--- src/verilog/ext_irq_defines.vh ---
// Offsets, field positions, sense encodings and vectors for the pin interrupt unit
`ifndef EXT_IRQ_DEFINES_VH
`define EXT_IRQ_DEFINES_VH

// Register word addresses (word index, as driven on address)
`define REG_SENSE_CTRL    4'h0
`define REG_REQ_ENABLE    4'h1
`define REG_REQ_FLAGS     4'h2
`define REG_GROUP_ENABLE  4'h3
`define REG_MASK_GROUP_0  4'h4
`define REG_MASK_GROUP_1  4'h5
`define REG_MASK_GROUP_2  4'h6
`define REG_MASK_GROUP_3  4'h7
`define REG_GLOBAL_CTRL   4'h8
`define REG_IRQ_STATUS    4'h9
`define REG_IRQ_CLEAR     4'hA
`define REG_IRQ_ENABLE    4'hB
`define REG_VECTOR        4'hC

// Sense control fields and encodings
`define SENSE0_LSB        0
`define SENSE1_LSB        2
`define SENSE_LOW         2'h0
`define SENSE_ANY         2'h1
`define SENSE_FALL        2'h2
`define SENSE_RISE        2'h3

// Vector words
`define VEC_RESET         7'h00
`define VEC_REQ0          7'h01
`define VEC_REQ1          7'h02
`define VEC_GROUP0        7'h03
`define VEC_WATCHDOG      7'h07
`define VEC_TWO_WIRE      7'h13
`define VEC_NONE          7'h7F

`define NUM_PC_PINS       28
`define NUM_SOURCES       8

`endif

--- src/verilog/pin_change_group.v ---
// One pin-change group: captures any unmasked toggle into a pending flag
`timescale 1ns/100ps
module pin_change_group #(
	parameter WIDTH = 8
) (
	input  wire             ref_clk,
	input  wire             rst_n,
	input  wire [WIDTH-1:0] pins,
	input  wire [WIDTH-1:0] mask,
	input  wire             clear,
	output reg              pending_q
);
	reg  [WIDTH-1:0] sync1_q;
	reg  [WIDTH-1:0] sync2_q;
	reg  [WIDTH-1:0] prev_q;
	wire [WIDTH-1:0] changed;

	// Per-pin toggle detect; pins read as seen, even when driven by us
	genvar i;
	generate
		for (i = 0; i < WIDTH; i = i + 1) begin : g_pin
			assign changed[i] = mask[i] & (sync2_q[i] ^ prev_q[i]);
		end
	endgenerate

	always @(posedge ref_clk or negedge rst_n) begin
		if (!rst_n) begin
			sync1_q <= {WIDTH{1'b0}};
			sync2_q <= {WIDTH{1'b0}};
			prev_q  <= {WIDTH{1'b0}};
		end else begin
			sync1_q <= pins;
			sync2_q <= sync1_q;
			prev_q  <= sync2_q;
		end
	end

	// Set wins over clear so a change in the clear cycle is kept
	always @(posedge ref_clk or negedge rst_n) begin
		if (!rst_n)
			pending_q <= 1'b0;
		else if (|changed)
			pending_q <= 1'b1;
		else if (clear)
			pending_q <= 1'b0;
	end
endmodule

--- src/verilog/ext_pin_irq.v ---
// External request pins, pin-change groups, vectoring and register slave
//
// The implementer's own choices: the Avalon-MM interface to the registers and the address map.
`timescale 1ns/100ps
`include "ext_irq_defines.vh"
module ext_pin_irq (
	input  wire        ref_clk,
	input  wire        rst_n,
	input  wire [3:0]  address,
	input  wire        read,
	input  wire        write,
	input  wire [31:0] writedata,
	output reg  [31:0] readdata,
	output reg         waitrequest,
	input  wire        ext_request_pin_0,
	input  wire        ext_request_pin_1,
	input  wire [27:0] pin_change_inputs,
	input  wire        io_clock_run,
	input  wire        vector_ack,
	input  wire [6:0]  ack_vector,
	output reg  [6:0]  vector_q,
	output reg         vector_valid_q,
	output reg         irq_q
);
	////////////////////////////////////////////////////////////////////////
	// Registers
	reg  [3:0]  ext_sense_control_reg_q;
	reg  [1:0]  ext_request_enable_reg_q;
	reg  [3:0]  group_enable_q;
	reg  [7:0]  pin_change_mask_group_0_q;
	reg  [7:0]  pin_change_mask_group_1_q;
	reg  [7:0]  pin_change_mask_group_2_q;
	reg  [3:0]  pin_change_mask_group_3_q;
	reg         global_enable_q;
	reg  [1:0]  pending_flag_q;
	reg  [5:0]  irq_status_q;
	reg  [5:0]  irq_enable_q;
	reg         access_done_q;

	wire        bus_req;
	wire        wr_hit;
	wire [1:0]  flag_wr_clear;
	wire [5:0]  status_wr_clear;
	wire [3:0]  group_pending;
	wire [3:0]  group_clear;

	assign bus_req = (read | write) & ~access_done_q;
	assign wr_hit  = write & ~access_done_q;
	assign flag_wr_clear = (wr_hit && address == `REG_REQ_FLAGS) ?
		writedata[1:0] : 2'h0;
	assign status_wr_clear = (wr_hit && address == `REG_IRQ_CLEAR) ?
		writedata[5:0] : 6'h00;

	////////////////////////////////////////////////////////////////////////
	// Request pin synchronisers and edge detect
	reg  [1:0]  req_sync1_q;
	reg  [1:0]  req_sync2_q;
	reg  [1:0]  req_prev_q;
	wire [1:0]  req_pin;
	wire [1:0]  req_trig;
	wire [1:0]  req_level_mode;

	assign req_pin = {ext_request_pin_1, ext_request_pin_0};

	always @(posedge ref_clk or negedge rst_n) begin
		if (!rst_n) begin
			req_sync1_q <= 2'h3;
			req_sync2_q <= 2'h3;
		end else begin
			req_sync1_q <= req_pin;
			req_sync2_q <= req_sync1_q;
		end
	end

	// Previous copy reads only the second stage, never the first
	always @(posedge ref_clk or negedge rst_n) begin
		if (!rst_n)
			req_prev_q <= 2'h3;
		else
			req_prev_q <= req_sync2_q;
	end

	// Sense decode; edges seen only while the clock domain runs
	genvar k;
	generate
		for (k = 0; k < 2; k = k + 1) begin : g_req
			wire [1:0] sense;
			wire       rise;
			wire       fall;
			assign sense = ext_sense_control_reg_q[2*k+1:2*k];
			assign rise  = req_sync2_q[k] & ~req_prev_q[k];
			assign fall  = ~req_sync2_q[k] & req_prev_q[k];
			assign req_level_mode[k] = (sense == `SENSE_LOW);
			// Two-stage sample catches any pulse wider than a clock
			assign req_trig[k] = io_clock_run & (
				(sense == `SENSE_ANY  & (rise | fall)) |
				(sense == `SENSE_FALL & fall) |
				(sense == `SENSE_RISE & rise));
		end
	endgenerate

	// Pending flags: set wins over clear, held low in level mode
	integer j;
	always @(posedge ref_clk or negedge rst_n) begin
		if (!rst_n)
			pending_flag_q <= 2'h0;
		else
			for (j = 0; j < 2; j = j + 1) begin
				if (req_level_mode[j])
					pending_flag_q[j] <= 1'b0;
				else if (req_trig[j])
					pending_flag_q[j] <= 1'b1;
				else if (flag_wr_clear[j] ||
					(vector_ack && ack_vector == `VEC_REQ0 + j))
					pending_flag_q[j] <= 1'b0;
			end
	end

	////////////////////////////////////////////////////////////////////////
	// Pin-change groups
	wire [27:0] group_mask;

	// Sampled copies also serve the sleep path: toggles latch asynchronously
	// in silicon; here they are caught from the first running edge
	assign group_mask = {pin_change_mask_group_3_q, pin_change_mask_group_2_q,
		pin_change_mask_group_1_q, pin_change_mask_group_0_q};

	generate
		for (k = 0; k < 4; k = k + 1) begin : g_grp
			localparam LSB = 8 * k;
			localparam W   = (k == 3) ? 4 : 8;
			assign group_clear[k] = vector_ack &&
				ack_vector == `VEC_GROUP0 + k;
			pin_change_group #(
				.WIDTH (W)
			) u_group (
				.ref_clk   (ref_clk),
				.rst_n     (rst_n),
				.pins      (pin_change_inputs[LSB+W-1:LSB]),
				.mask      (group_mask[LSB+W-1:LSB]),
				.clear     (group_clear[k]),
				.pending_q (group_pending[k])
			);
		end
	endgenerate

	////////////////////////////////////////////////////////////////////////
	// Vectoring: lowest vector word wins
	wire [5:0] active;
	reg  [6:0] vector_d;

	// Level mode requests for as long as the pin reads low
	assign active[0] = ext_request_enable_reg_q[0] &
		(req_level_mode[0] ? ~req_sync2_q[0] : pending_flag_q[0]);
	assign active[1] = ext_request_enable_reg_q[1] &
		(req_level_mode[1] ? ~req_sync2_q[1] : pending_flag_q[1]);
	assign active[5:2] = group_enable_q & group_pending;

	always @* begin
		vector_d = `VEC_NONE;
		if (!global_enable_q)
			vector_d = `VEC_NONE;
		else if (active[0])
			vector_d = `VEC_REQ0;
		else if (active[1])
			vector_d = `VEC_REQ1;
		else if (active[2])
			vector_d = `VEC_GROUP0;
		else if (active[3])
			vector_d = `VEC_GROUP0 + 7'h01;
		else if (active[4])
			vector_d = `VEC_GROUP0 + 7'h02;
		else if (active[5])
			vector_d = `VEC_GROUP0 + 7'h03;
	end

	// Other sources own words 0x007..0x013 and never issue here
	always @(posedge ref_clk or negedge rst_n) begin
		if (!rst_n)
			vector_q <= `VEC_RESET;
		else
			vector_q <= vector_d;
	end

	// Valid travels with the word so the CPU never sees a stale pair
	always @(posedge ref_clk or negedge rst_n) begin
		if (!rst_n)
			vector_valid_q <= 1'b0;
		else
			vector_valid_q <= (vector_d != `VEC_NONE);
	end

	////////////////////////////////////////////////////////////////////////
	// Sticky status and interrupt line
	always @(posedge ref_clk or negedge rst_n) begin
		if (!rst_n)
			irq_status_q <= 6'h00;
		else
			irq_status_q <= (irq_status_q & ~status_wr_clear) | active;
	end

	// Line lags status by one clock; kept registered for a clean output
	always @(posedge ref_clk or negedge rst_n) begin
		if (!rst_n)
			irq_q <= 1'b0;
		else
			irq_q <= |(irq_status_q & irq_enable_q);
	end

	////////////////////////////////////////////////////////////////////////
	// Avalon-MM slave: one wait cycle, answer on the second edge
	// A master must drop its request at the answer edge; a request held
	// longer is taken again two cycles later, which costs one cycle per
	// access but keeps the slave free of any state beyond one flag
	reg  [31:0] read_mux_d;

	// Unmapped and write-only words read as zero
	always @* begin
		read_mux_d = 32'h0;
		case (address)
		`REG_SENSE_CTRL:   read_mux_d = {28'h0, ext_sense_control_reg_q};
		`REG_REQ_ENABLE:   read_mux_d = {30'h0, ext_request_enable_reg_q};
		`REG_REQ_FLAGS:    read_mux_d = {30'h0, pending_flag_q};
		`REG_GROUP_ENABLE: read_mux_d = {28'h0, group_enable_q};
		`REG_MASK_GROUP_0: read_mux_d = {24'h0, pin_change_mask_group_0_q};
		`REG_MASK_GROUP_1: read_mux_d = {24'h0, pin_change_mask_group_1_q};
		`REG_MASK_GROUP_2: read_mux_d = {24'h0, pin_change_mask_group_2_q};
		`REG_MASK_GROUP_3: read_mux_d = {28'h0, pin_change_mask_group_3_q};
		`REG_GLOBAL_CTRL:  read_mux_d = {31'h0, global_enable_q};
		`REG_IRQ_STATUS:   read_mux_d = {26'h0, irq_status_q};
		`REG_IRQ_ENABLE:   read_mux_d = {26'h0, irq_enable_q};
		`REG_VECTOR:       read_mux_d = {24'h0, vector_valid_q, vector_q};
		default:           read_mux_d = 32'h0;
		endcase
	end

	// Done flag blocks a second take of a request still held high
	always @(posedge ref_clk or negedge rst_n) begin
		if (!rst_n)
			access_done_q <= 1'b0;
		else
			access_done_q <= bus_req;
	end

	always @(posedge ref_clk or negedge rst_n) begin
		if (!rst_n)
			waitrequest <= 1'b1;
		else
			waitrequest <= ~bus_req;
	end

	// Loaded at the take edge, held until the next read
	always @(posedge ref_clk or negedge rst_n) begin
		if (!rst_n)
			readdata <= 32'h0;
		else if (bus_req && read)
			readdata <= read_mux_d;
	end

	////////////////////////////////////////////////////////////////////////
	// Register writes, one strobe and one process per register
	wire        wr_sense;
	wire        wr_req_enable;
	wire        wr_group_enable;
	wire        wr_mask_0;
	wire        wr_mask_1;
	wire        wr_mask_2;
	wire        wr_mask_3;
	wire        wr_global;
	wire        wr_irq_enable;

	assign wr_sense        = wr_hit && (address == `REG_SENSE_CTRL);
	assign wr_req_enable   = wr_hit && (address == `REG_REQ_ENABLE);
	assign wr_group_enable = wr_hit && (address == `REG_GROUP_ENABLE);
	assign wr_mask_0       = wr_hit && (address == `REG_MASK_GROUP_0);
	assign wr_mask_1       = wr_hit && (address == `REG_MASK_GROUP_1);
	assign wr_mask_2       = wr_hit && (address == `REG_MASK_GROUP_2);
	assign wr_mask_3       = wr_hit && (address == `REG_MASK_GROUP_3);
	assign wr_global       = wr_hit && (address == `REG_GLOBAL_CTRL);
	assign wr_irq_enable   = wr_hit && (address == `REG_IRQ_ENABLE);

	always @(posedge ref_clk or negedge rst_n) begin
		if (!rst_n)
			ext_sense_control_reg_q <= 4'h0;
		else if (wr_sense)
			ext_sense_control_reg_q <= writedata[3:0];
	end

	always @(posedge ref_clk or negedge rst_n) begin
		if (!rst_n)
			ext_request_enable_reg_q <= 2'h0;
		else if (wr_req_enable)
			ext_request_enable_reg_q <= writedata[1:0];
	end

	always @(posedge ref_clk or negedge rst_n) begin
		if (!rst_n)
			group_enable_q <= 4'h0;
		else if (wr_group_enable)
			group_enable_q <= writedata[3:0];
	end

	always @(posedge ref_clk or negedge rst_n) begin
		if (!rst_n)
			pin_change_mask_group_0_q <= 8'h00;
		else if (wr_mask_0)
			pin_change_mask_group_0_q <= writedata[7:0];
	end

	always @(posedge ref_clk or negedge rst_n) begin
		if (!rst_n)
			pin_change_mask_group_1_q <= 8'h00;
		else if (wr_mask_1)
			pin_change_mask_group_1_q <= writedata[7:0];
	end

	always @(posedge ref_clk or negedge rst_n) begin
		if (!rst_n)
			pin_change_mask_group_2_q <= 8'h00;
		else if (wr_mask_2)
			pin_change_mask_group_2_q <= writedata[7:0];
	end

	always @(posedge ref_clk or negedge rst_n) begin
		if (!rst_n)
			pin_change_mask_group_3_q <= 4'h0;
		else if (wr_mask_3)
			pin_change_mask_group_3_q <= writedata[3:0];
	end

	always @(posedge ref_clk or negedge rst_n) begin
		if (!rst_n)
			global_enable_q <= 1'b0;
		else if (wr_global)
			global_enable_q <= writedata[0];
	end

	always @(posedge ref_clk or negedge rst_n) begin
		if (!rst_n)
			irq_enable_q <= 6'h00;
		else if (wr_irq_enable)
			irq_enable_q <= writedata[5:0];
	end
endmodule

--- config.mk ---
export PLATFORM = sky130hd
export DESIGN_NAME = ext_pin_irq
export DESIGN_NICKNAME = d
export VERILOG_FILES = /design/src/verilog/pin_change_group.v /design/src/verilog/ext_pin_irq.v
export VERILOG_INCLUDE_DIRS = /design/src /design/src/verilog
export SDC_FILE = /design/constraint.sdc
export NUM_CORES = 1
export LEC_CHECK = 0
export BUFFER_PORTS_ARGS = -buffer_cell sky130_fd_sc_hd__buf_2
export CAP_MARGIN = 5
export CORE_MARGIN = 10
export CORE_UTILIZATION = 55
export DETAILED_ROUTE_END_ITERATION = 12
export PLACE_DENSITY = 0.78
export SKIP_CTS_REPAIR_TIMING = 1
export SYNTH_ARGS = -nofsm -noshare
export SYNTH_HDL_FRONTEND = slang
export SYNTH_SLANG_ARGS = --single-unit
--- constraint.sdc ---
create_clock -name ref_clk -period 1.9 [get_ports ref_clk]
set_clock_uncertainty 0.1 [all_clocks]
set_input_delay 0.095 -clock ref_clk [delete_from_list [all_inputs] [get_ports ref_clk]]
set_output_delay 0.095 -clock ref_clk [all_outputs]
set_load 0.005 [all_outputs]
==> impl_metrics.ini, run 1 <==
[status]
outcome = finished with violations
violations = negative hold slack

[timing]
rsz0062_at_grt = no
max_slew_margin_pct = 60.72
hold_violations = 1
slew_violations = 0
period_minus_slack_ns = 1.777
max_freq_mhz = 562.6
tightest_slew_ns = 0.5870
setup_violations = 0
post-route-period-util_pct = 93.55
fin_hold_ws_ns = -0.008927
tns_ns = 0

[drt]
ant_nets = 0
drc = 0
drt_iter0_markers = 317
vias = 4286
vias_per_cell = 5.566
wl_mm = 15.35
drtPass1Iterations = 5
wl_per_cell_um = 19.93

[synthesis]
ys_warn_count = 0
synth_enable_flop_cells = 0
syn_inst = 488
syn_area_sq_um = 6505
ys_seq_area_share_pct = 62.84
dominantRegCellSynth = dfrtp_1
avgSynthCellArea_sq_um = 13.33
ys_ff_latch = 163
async_reset_ff_share_pct = 100.0
synth_cell_type_count = 55

[die]
initial_utilization_pct = 56.49
dieArea_sq_um = 16580
rows = 39
core_region_area_sq_um = 11520
die_w_um = 128.8
ioPinCount = 121
die_h_um = 128.8

[clock_tree]
clock-sinks = 163
htree_levels = 4
cts-buffers-inserted = 17
cts.reportedPaths.clkPinSlew_ns = 0.06
root_buffer = clkbuf_16
insertion_delay_ns = 0.42
cts_tree = built
clock_path_buffers = 2

[global_routing]
grtUsageTotal_pct = 18.47
grt_pass1_wl_mm = 23.26
grt_pass1_vias = 4291
grt_start_max_net_pins = 56
grt_overflow_total = 0
antenna_found_initial = 0

[finish]
fill_cells = 805
utilization_pct = 69.63
area_delta_synth_final_pct = 23.27
drive_above_1_share_pct = 29.19
final_common_cell = dfrtp_1
layout_common_cells = 156 x dfrtp_1, 71 x buf_2, 48 x mux2_2
antenna_cells = 0
nets = 697

[setup_path]
crit_required_ns = 2.12
cp-start-kind = flip-flop
rr_worst_depth = 5
end_kind = flip-flop
worstSetupPathType = reg -> reg
r2r_setup_slack_ns = 0.12
crit_arrival_ns = 2.00
cp_max_fo = 6

[placement]
gp_congestion = 0.9099
port_buffers = 72
dp_hpwl_mm = 10.67

[power_and_ir_drop]
irDropWorstVdd_v = 0.0008339
cellPowerDensity_nw_per_um2 = 1153
leakage_nw = 3.695

[min_path]
min_path_cells = 4
hold_path_class = in -> reg

[job]
cap_viol_max_count = 0
-- synth_stat cells (all sizes together), types with 5 or more instances --
master / number / area [sq um]
a221oi: 5 / 43.79
a32oi: 5 / 43.79
nand3: 11 / 55.05
dfrtp: 156 / 3904
a22oi: 14 / 105.1
inv: 11 / 41.29
a22o: 8 / 70.07
nor2b: 7 / 46.30
a21oi: 12 / 63.81
xor2: 27 / 236.5
nand2: 35 / 138.9
a21o: 7 / 52.55
buf: 40 / 294.0
dfstp: 7 / 183.9
nand2b: 7 / 43.79
o21ai: 13 / 65.06
mux2: 49 / 551.8
nor2: 11 / 43.80
o211ai: 5 / 37.54
-- kinds of logic (layout without fill, tap and decap cells) --
family / count (synthesis) / after routing / share of synthesized area, %
and+or+nand+nor: 93 / 93 / 7.540
muxes: 54 / 54 / 9.444
DFF: 163 / 163 / 62.84
adders and majority gates: 4 / 4 / 0.7694
other: 1 / 24 / 0.05765
xor gates and xnor gates: 28 / 28 / 3.770
buffers and inverters: 54 / 170 / 5.347
AOI/OAI and AO/OA: 91 / 91 / 10.23
-- state kept, by name (all words and copies together) (netlist names), 6 cells and up --
signal,flops
g_grp.u_group.prev_q,28
g_grp.u_group.sync1_q,28
g_grp.u_group.sync2_q,28
pin_change_mask_group_0_q,8
pin_change_mask_group_1_q,8
pin_change_mask_group_2_q,8
readdata,8
irq_enable_q,6
irq_status_q,6
-- report_power, final --
group	switching (mW)	total (mW)	leakage, nW	internal [mW]
registers	0.382	4.29	1.92	3.91
logic	0.587	1.23	1.46	0.643
clock network	1.36	3.73	0.321	2.37
total	2.33	9.25	3.70	6.92
-- area by class of cell --
cell class	count	area [sq um]	share of cell area (%)
timing repair buffer	127	907.1	11.31
tap	143	178.9	2.231
clock inverter	13	205.2	2.559
multi-input combinational	294	2156	26.88
clock buffer	19	442.9	5.523
sequential	163	4088	50.98
inverter	11	41.29	0.5149
-- critical path, stage by stage, from the launching register on --
cell and delay [ns]:
dfrtp_1 0.38, nand2b_1 0.28, nor3_2 0.23, and2_0 0.38, nand2_1 0.09, a21bo_2 0.21
-- stage by stage --
step                      power (mW)  hold slack (ns)  instance area (sq um)  setup slack, ns  cells
final                          9.246        -0.008927                   8019           0.1225    770
after global routing           9.637         0.002362                   8019          0.04117    770
after CTS                      9.229          -0.4905                   7609           0.1225    729
after floorplan                4.987          -0.3006                   6591           0.4221    511
after global placement         5.447         -0.03965                   6960          0.07690    697
after detailed placement       5.500         -0.03140                   6960          0.06274    697
-- worst paths after layout --
check / start / to
setup / recovery: access_done_q$_DFF_PN0_ / irq_status_q[1]$_DFF_PN0_
hold / removal: ack_vector[2] / g_grp[3].u_group.pending_q$_DFFE_PN0P_
setup reg to reg: access_done_q$_DFF_PN0_ / irq_status_q[1]$_DFF_PN0_
hold reg to reg: g_grp[1].u_group.sync1_q[4]$_DFF_PN0_ / g_grp[1].u_group.sync2_q[4]$_DFF_PN0_
max in group asynchronous: rst_n / g_grp[0].u_group.sync1_q[6]$_DFF_PN0_
min in group asynchronous: rst_n / readdata[1]$_DFFE_PN0P_
-- per-layer routing --
metal / up-vias / GRT usage (%) / share of wire [%]
met2: 192 / 28.31 / 48
met3: 30 / 5.626 / 8.3
met5: - / 0 / 0
met1: 2125 / 23.43 / 41
met4: 0 / 9.298 / 2.9
li1: 1939 / - / -
Note: power is estimated with default switching activity, not from simulation.
==> inputs of run 2 (changes only) <==
REMOVE_ABC_BUFFERS = 1   (was default)
==> run 2 against run 1 <==
  * The flow still finishes with violations (negative hold slack)
  * Non-clock buffer count grew 5
  * Setup slack gained 0.026 ns
  * Register-to-register slack gained 0.03 ns
  * Fmax grew 1.5%
  * Combinational power is essentially flat
  * Sequential cell count is the same
==> impl_metrics.ini, run 2 (same netlist as run 1, synthesis figures left out) <==
[drt]
drt_iter0_markers = 336
ant_nets = 0
wl_per_cell_um = 20.46
vias = 4316
wl_mm = 15.84
drtPass1Iterations = 4
vias_per_cell = 5.576
drc = 0

[status]
violations = negative hold slack
outcome = finished with violations

[setup_path]
cp_max_fo = 8
end_kind = flip-flop
path_delay_family = simple AND/OR/NAND/NOR gates
cp.depth = 4
cp-start-kind = flip-flop
startpoint = access_done_q$_DFF_PN0_
crit_required_ns = 2.10
r2r_setup_slack_ns = 0.15
path_cells = nand2b_1 -> nor2_2 -> nand2_2 -> mux2_1
cp_slowest_stage_delay_ns = 0.39
rr_worst_depth = 4
crit_path_end = pin_change_mask_group_2_q[7]$_DFFE_PN0P_
path_buf_inv = 0
crit_arrival_ns = 1.95
worstReg2RegEnd = pin_change_mask_group_2_q[7]$_DFFE_PN0P_
worstSetupPathType = reg -> reg
r2r-start = access_done_q$_DFF_PN0_
slowest_stage = dfrtp_1

[placement]
port_buffers = 72
place_area_sq_um = 6978
gp_congestion = 0.9454
dp_hpwl_mm = 10.90

[timing]
post-route-period-util_pct = 92.19
hold_violations = 1
tns_ns = 0
slew_violations = 0
tightest_slew_ns = 0.5696
period_minus_slack_ns = 1.752
max_slew_margin_pct = 61.88
max_freq_mhz = 570.9
rsz0062_at_grt = no
fin_hold_ws_ns = -0.006431
setup_violations = 0

[finish]
utilization_pct = 69.90
final_common_cell = dfrtp_1
antenna_cells = 0
layout_common_cells = 156 x dfrtp_1, 71 x buf_2, 48 x mux2_2
final_area_sq_um = 8050
area_delta_synth_final_pct = 23.75
reg_top3 = g_grp.u_group.prev_q x28, g_grp.u_group.sync1_q x28, g_grp.u_group.sync2_q x28
nets = 702
drive_above_1_share_pct = 29.64

[clock_tree]
cts.reportedPaths.clkPinSlew_ns = 0.06
cts_tree = built
clock-sinks = 163
clock_path_buffers = 2
cts-buffers-inserted = 17
insertion_delay_ns = 0.42
htree_levels = 4
root_buffer = clkbuf_16

[power_and_ir_drop]
total_power_mw = 9.226
leakage_nw = 3.710
combPwrFrac_pct = 13.2
irDropWorstVdd_v = 0.0007836
swShare_pct = 25.34
cellPowerDensity_nw_per_um2 = 1146
intPower_mw = 6.888
switchingPower_mw = 2.338
clock_power_share_pct = 40.2
seqPwrFrac_pct = 46.7

[global_routing]
antenna_found_initial = 0
grt_overflow_total = 0
grt_pass1_vias = 4384
grt_pass1_wl_mm = 24.22
grt_start_max_net_pins = 53
grtUsageTotal_pct = 19.26

[min_path]
hold_path_class = in -> reg

[die]
dieArea_sq_um = 16580
ioPinCount = 121
die_w_um = 128.8
die_h_um = 128.8
initial_utilization_pct = 56.49
core_region_area_sq_um = 11520
rows = 39

[job]
cap_viol_max_count = 0
run 2: final cells by class:
cell class | instances | area, sq um
multi-input cells | 294 | 2156
well taps | 143 | 178.9
repair buffers | 132 | 934.6
clock inverters | 10 | 171.4
flip-flops and latches | 163 | 4088
fillers | 786 | 3466
inverters | 11 | 41.29
clock buffers | 21 | 480.5
run 2: worst reg2reg max path, delay by kind of cell (launching register included):
kind,cells,cell delay (ns)
mux,1,0.36
flops,1,0.39
simple gates,3,0.78
run 2: worst min-delay path by stage:
stage,startpoint,to,slack [ns],cells after the start
2_1_floorplan,rst_n,access_done_q$_DFF_PN0_,-0.30,0
3_3_place_gp,rst_n,irq_enable_q[0]$_DFFE_PN0P_,-0.05,1
3_5_place_dp,rst_n,g_grp[0].u_group.prev_q[5]$_DFF_PN0_,-0.04,1
4_1_cts,rst_n,irq_enable_q[1]$_DFFE_PN0P_,-0.49,1
5_1_grt,writedata[0],irq_status_q[0]$_DFF_PN0_,0.02,3
6_report,ack_vector[2],g_grp[3].u_group.pending_q$_DFFE_PN0P_,-0.006,4
run 2: per-layer routing:
metal	vias up	global-route usage [%]	wire [um]
li1	1948	-	-
met1	2154	23.44	6248
met2	183	31.01	7745
met3	31	6.448	1412
met4	0	7.960	431
met5	-	0	0
run 2: power by group through the flow:
| stage | clock, mW | sequential (mW) | combinational (mW) |
|---|---|---|---|
| floorplan | 0 | 4.21 | 0.664 |
| global placement | 0 | 4.33 | 1.10 |
| detailed placement | 0 | 4.36 | 1.13 |
| CTS | 3.74 | 4.30 | 1.15 |
| global route | 3.92 | 4.37 | 1.34 |
| finish | 3.71 | 4.31 | 1.21 |
run 2: stage by stage:
step	instances	setup slack [ns]
final	774	0.1483
after CTS	732	0.1810
after global placement	701	0.02400
after global routing	774	0.05213
after floorplan	468	0.4051
after detailed placement	701	0.01309
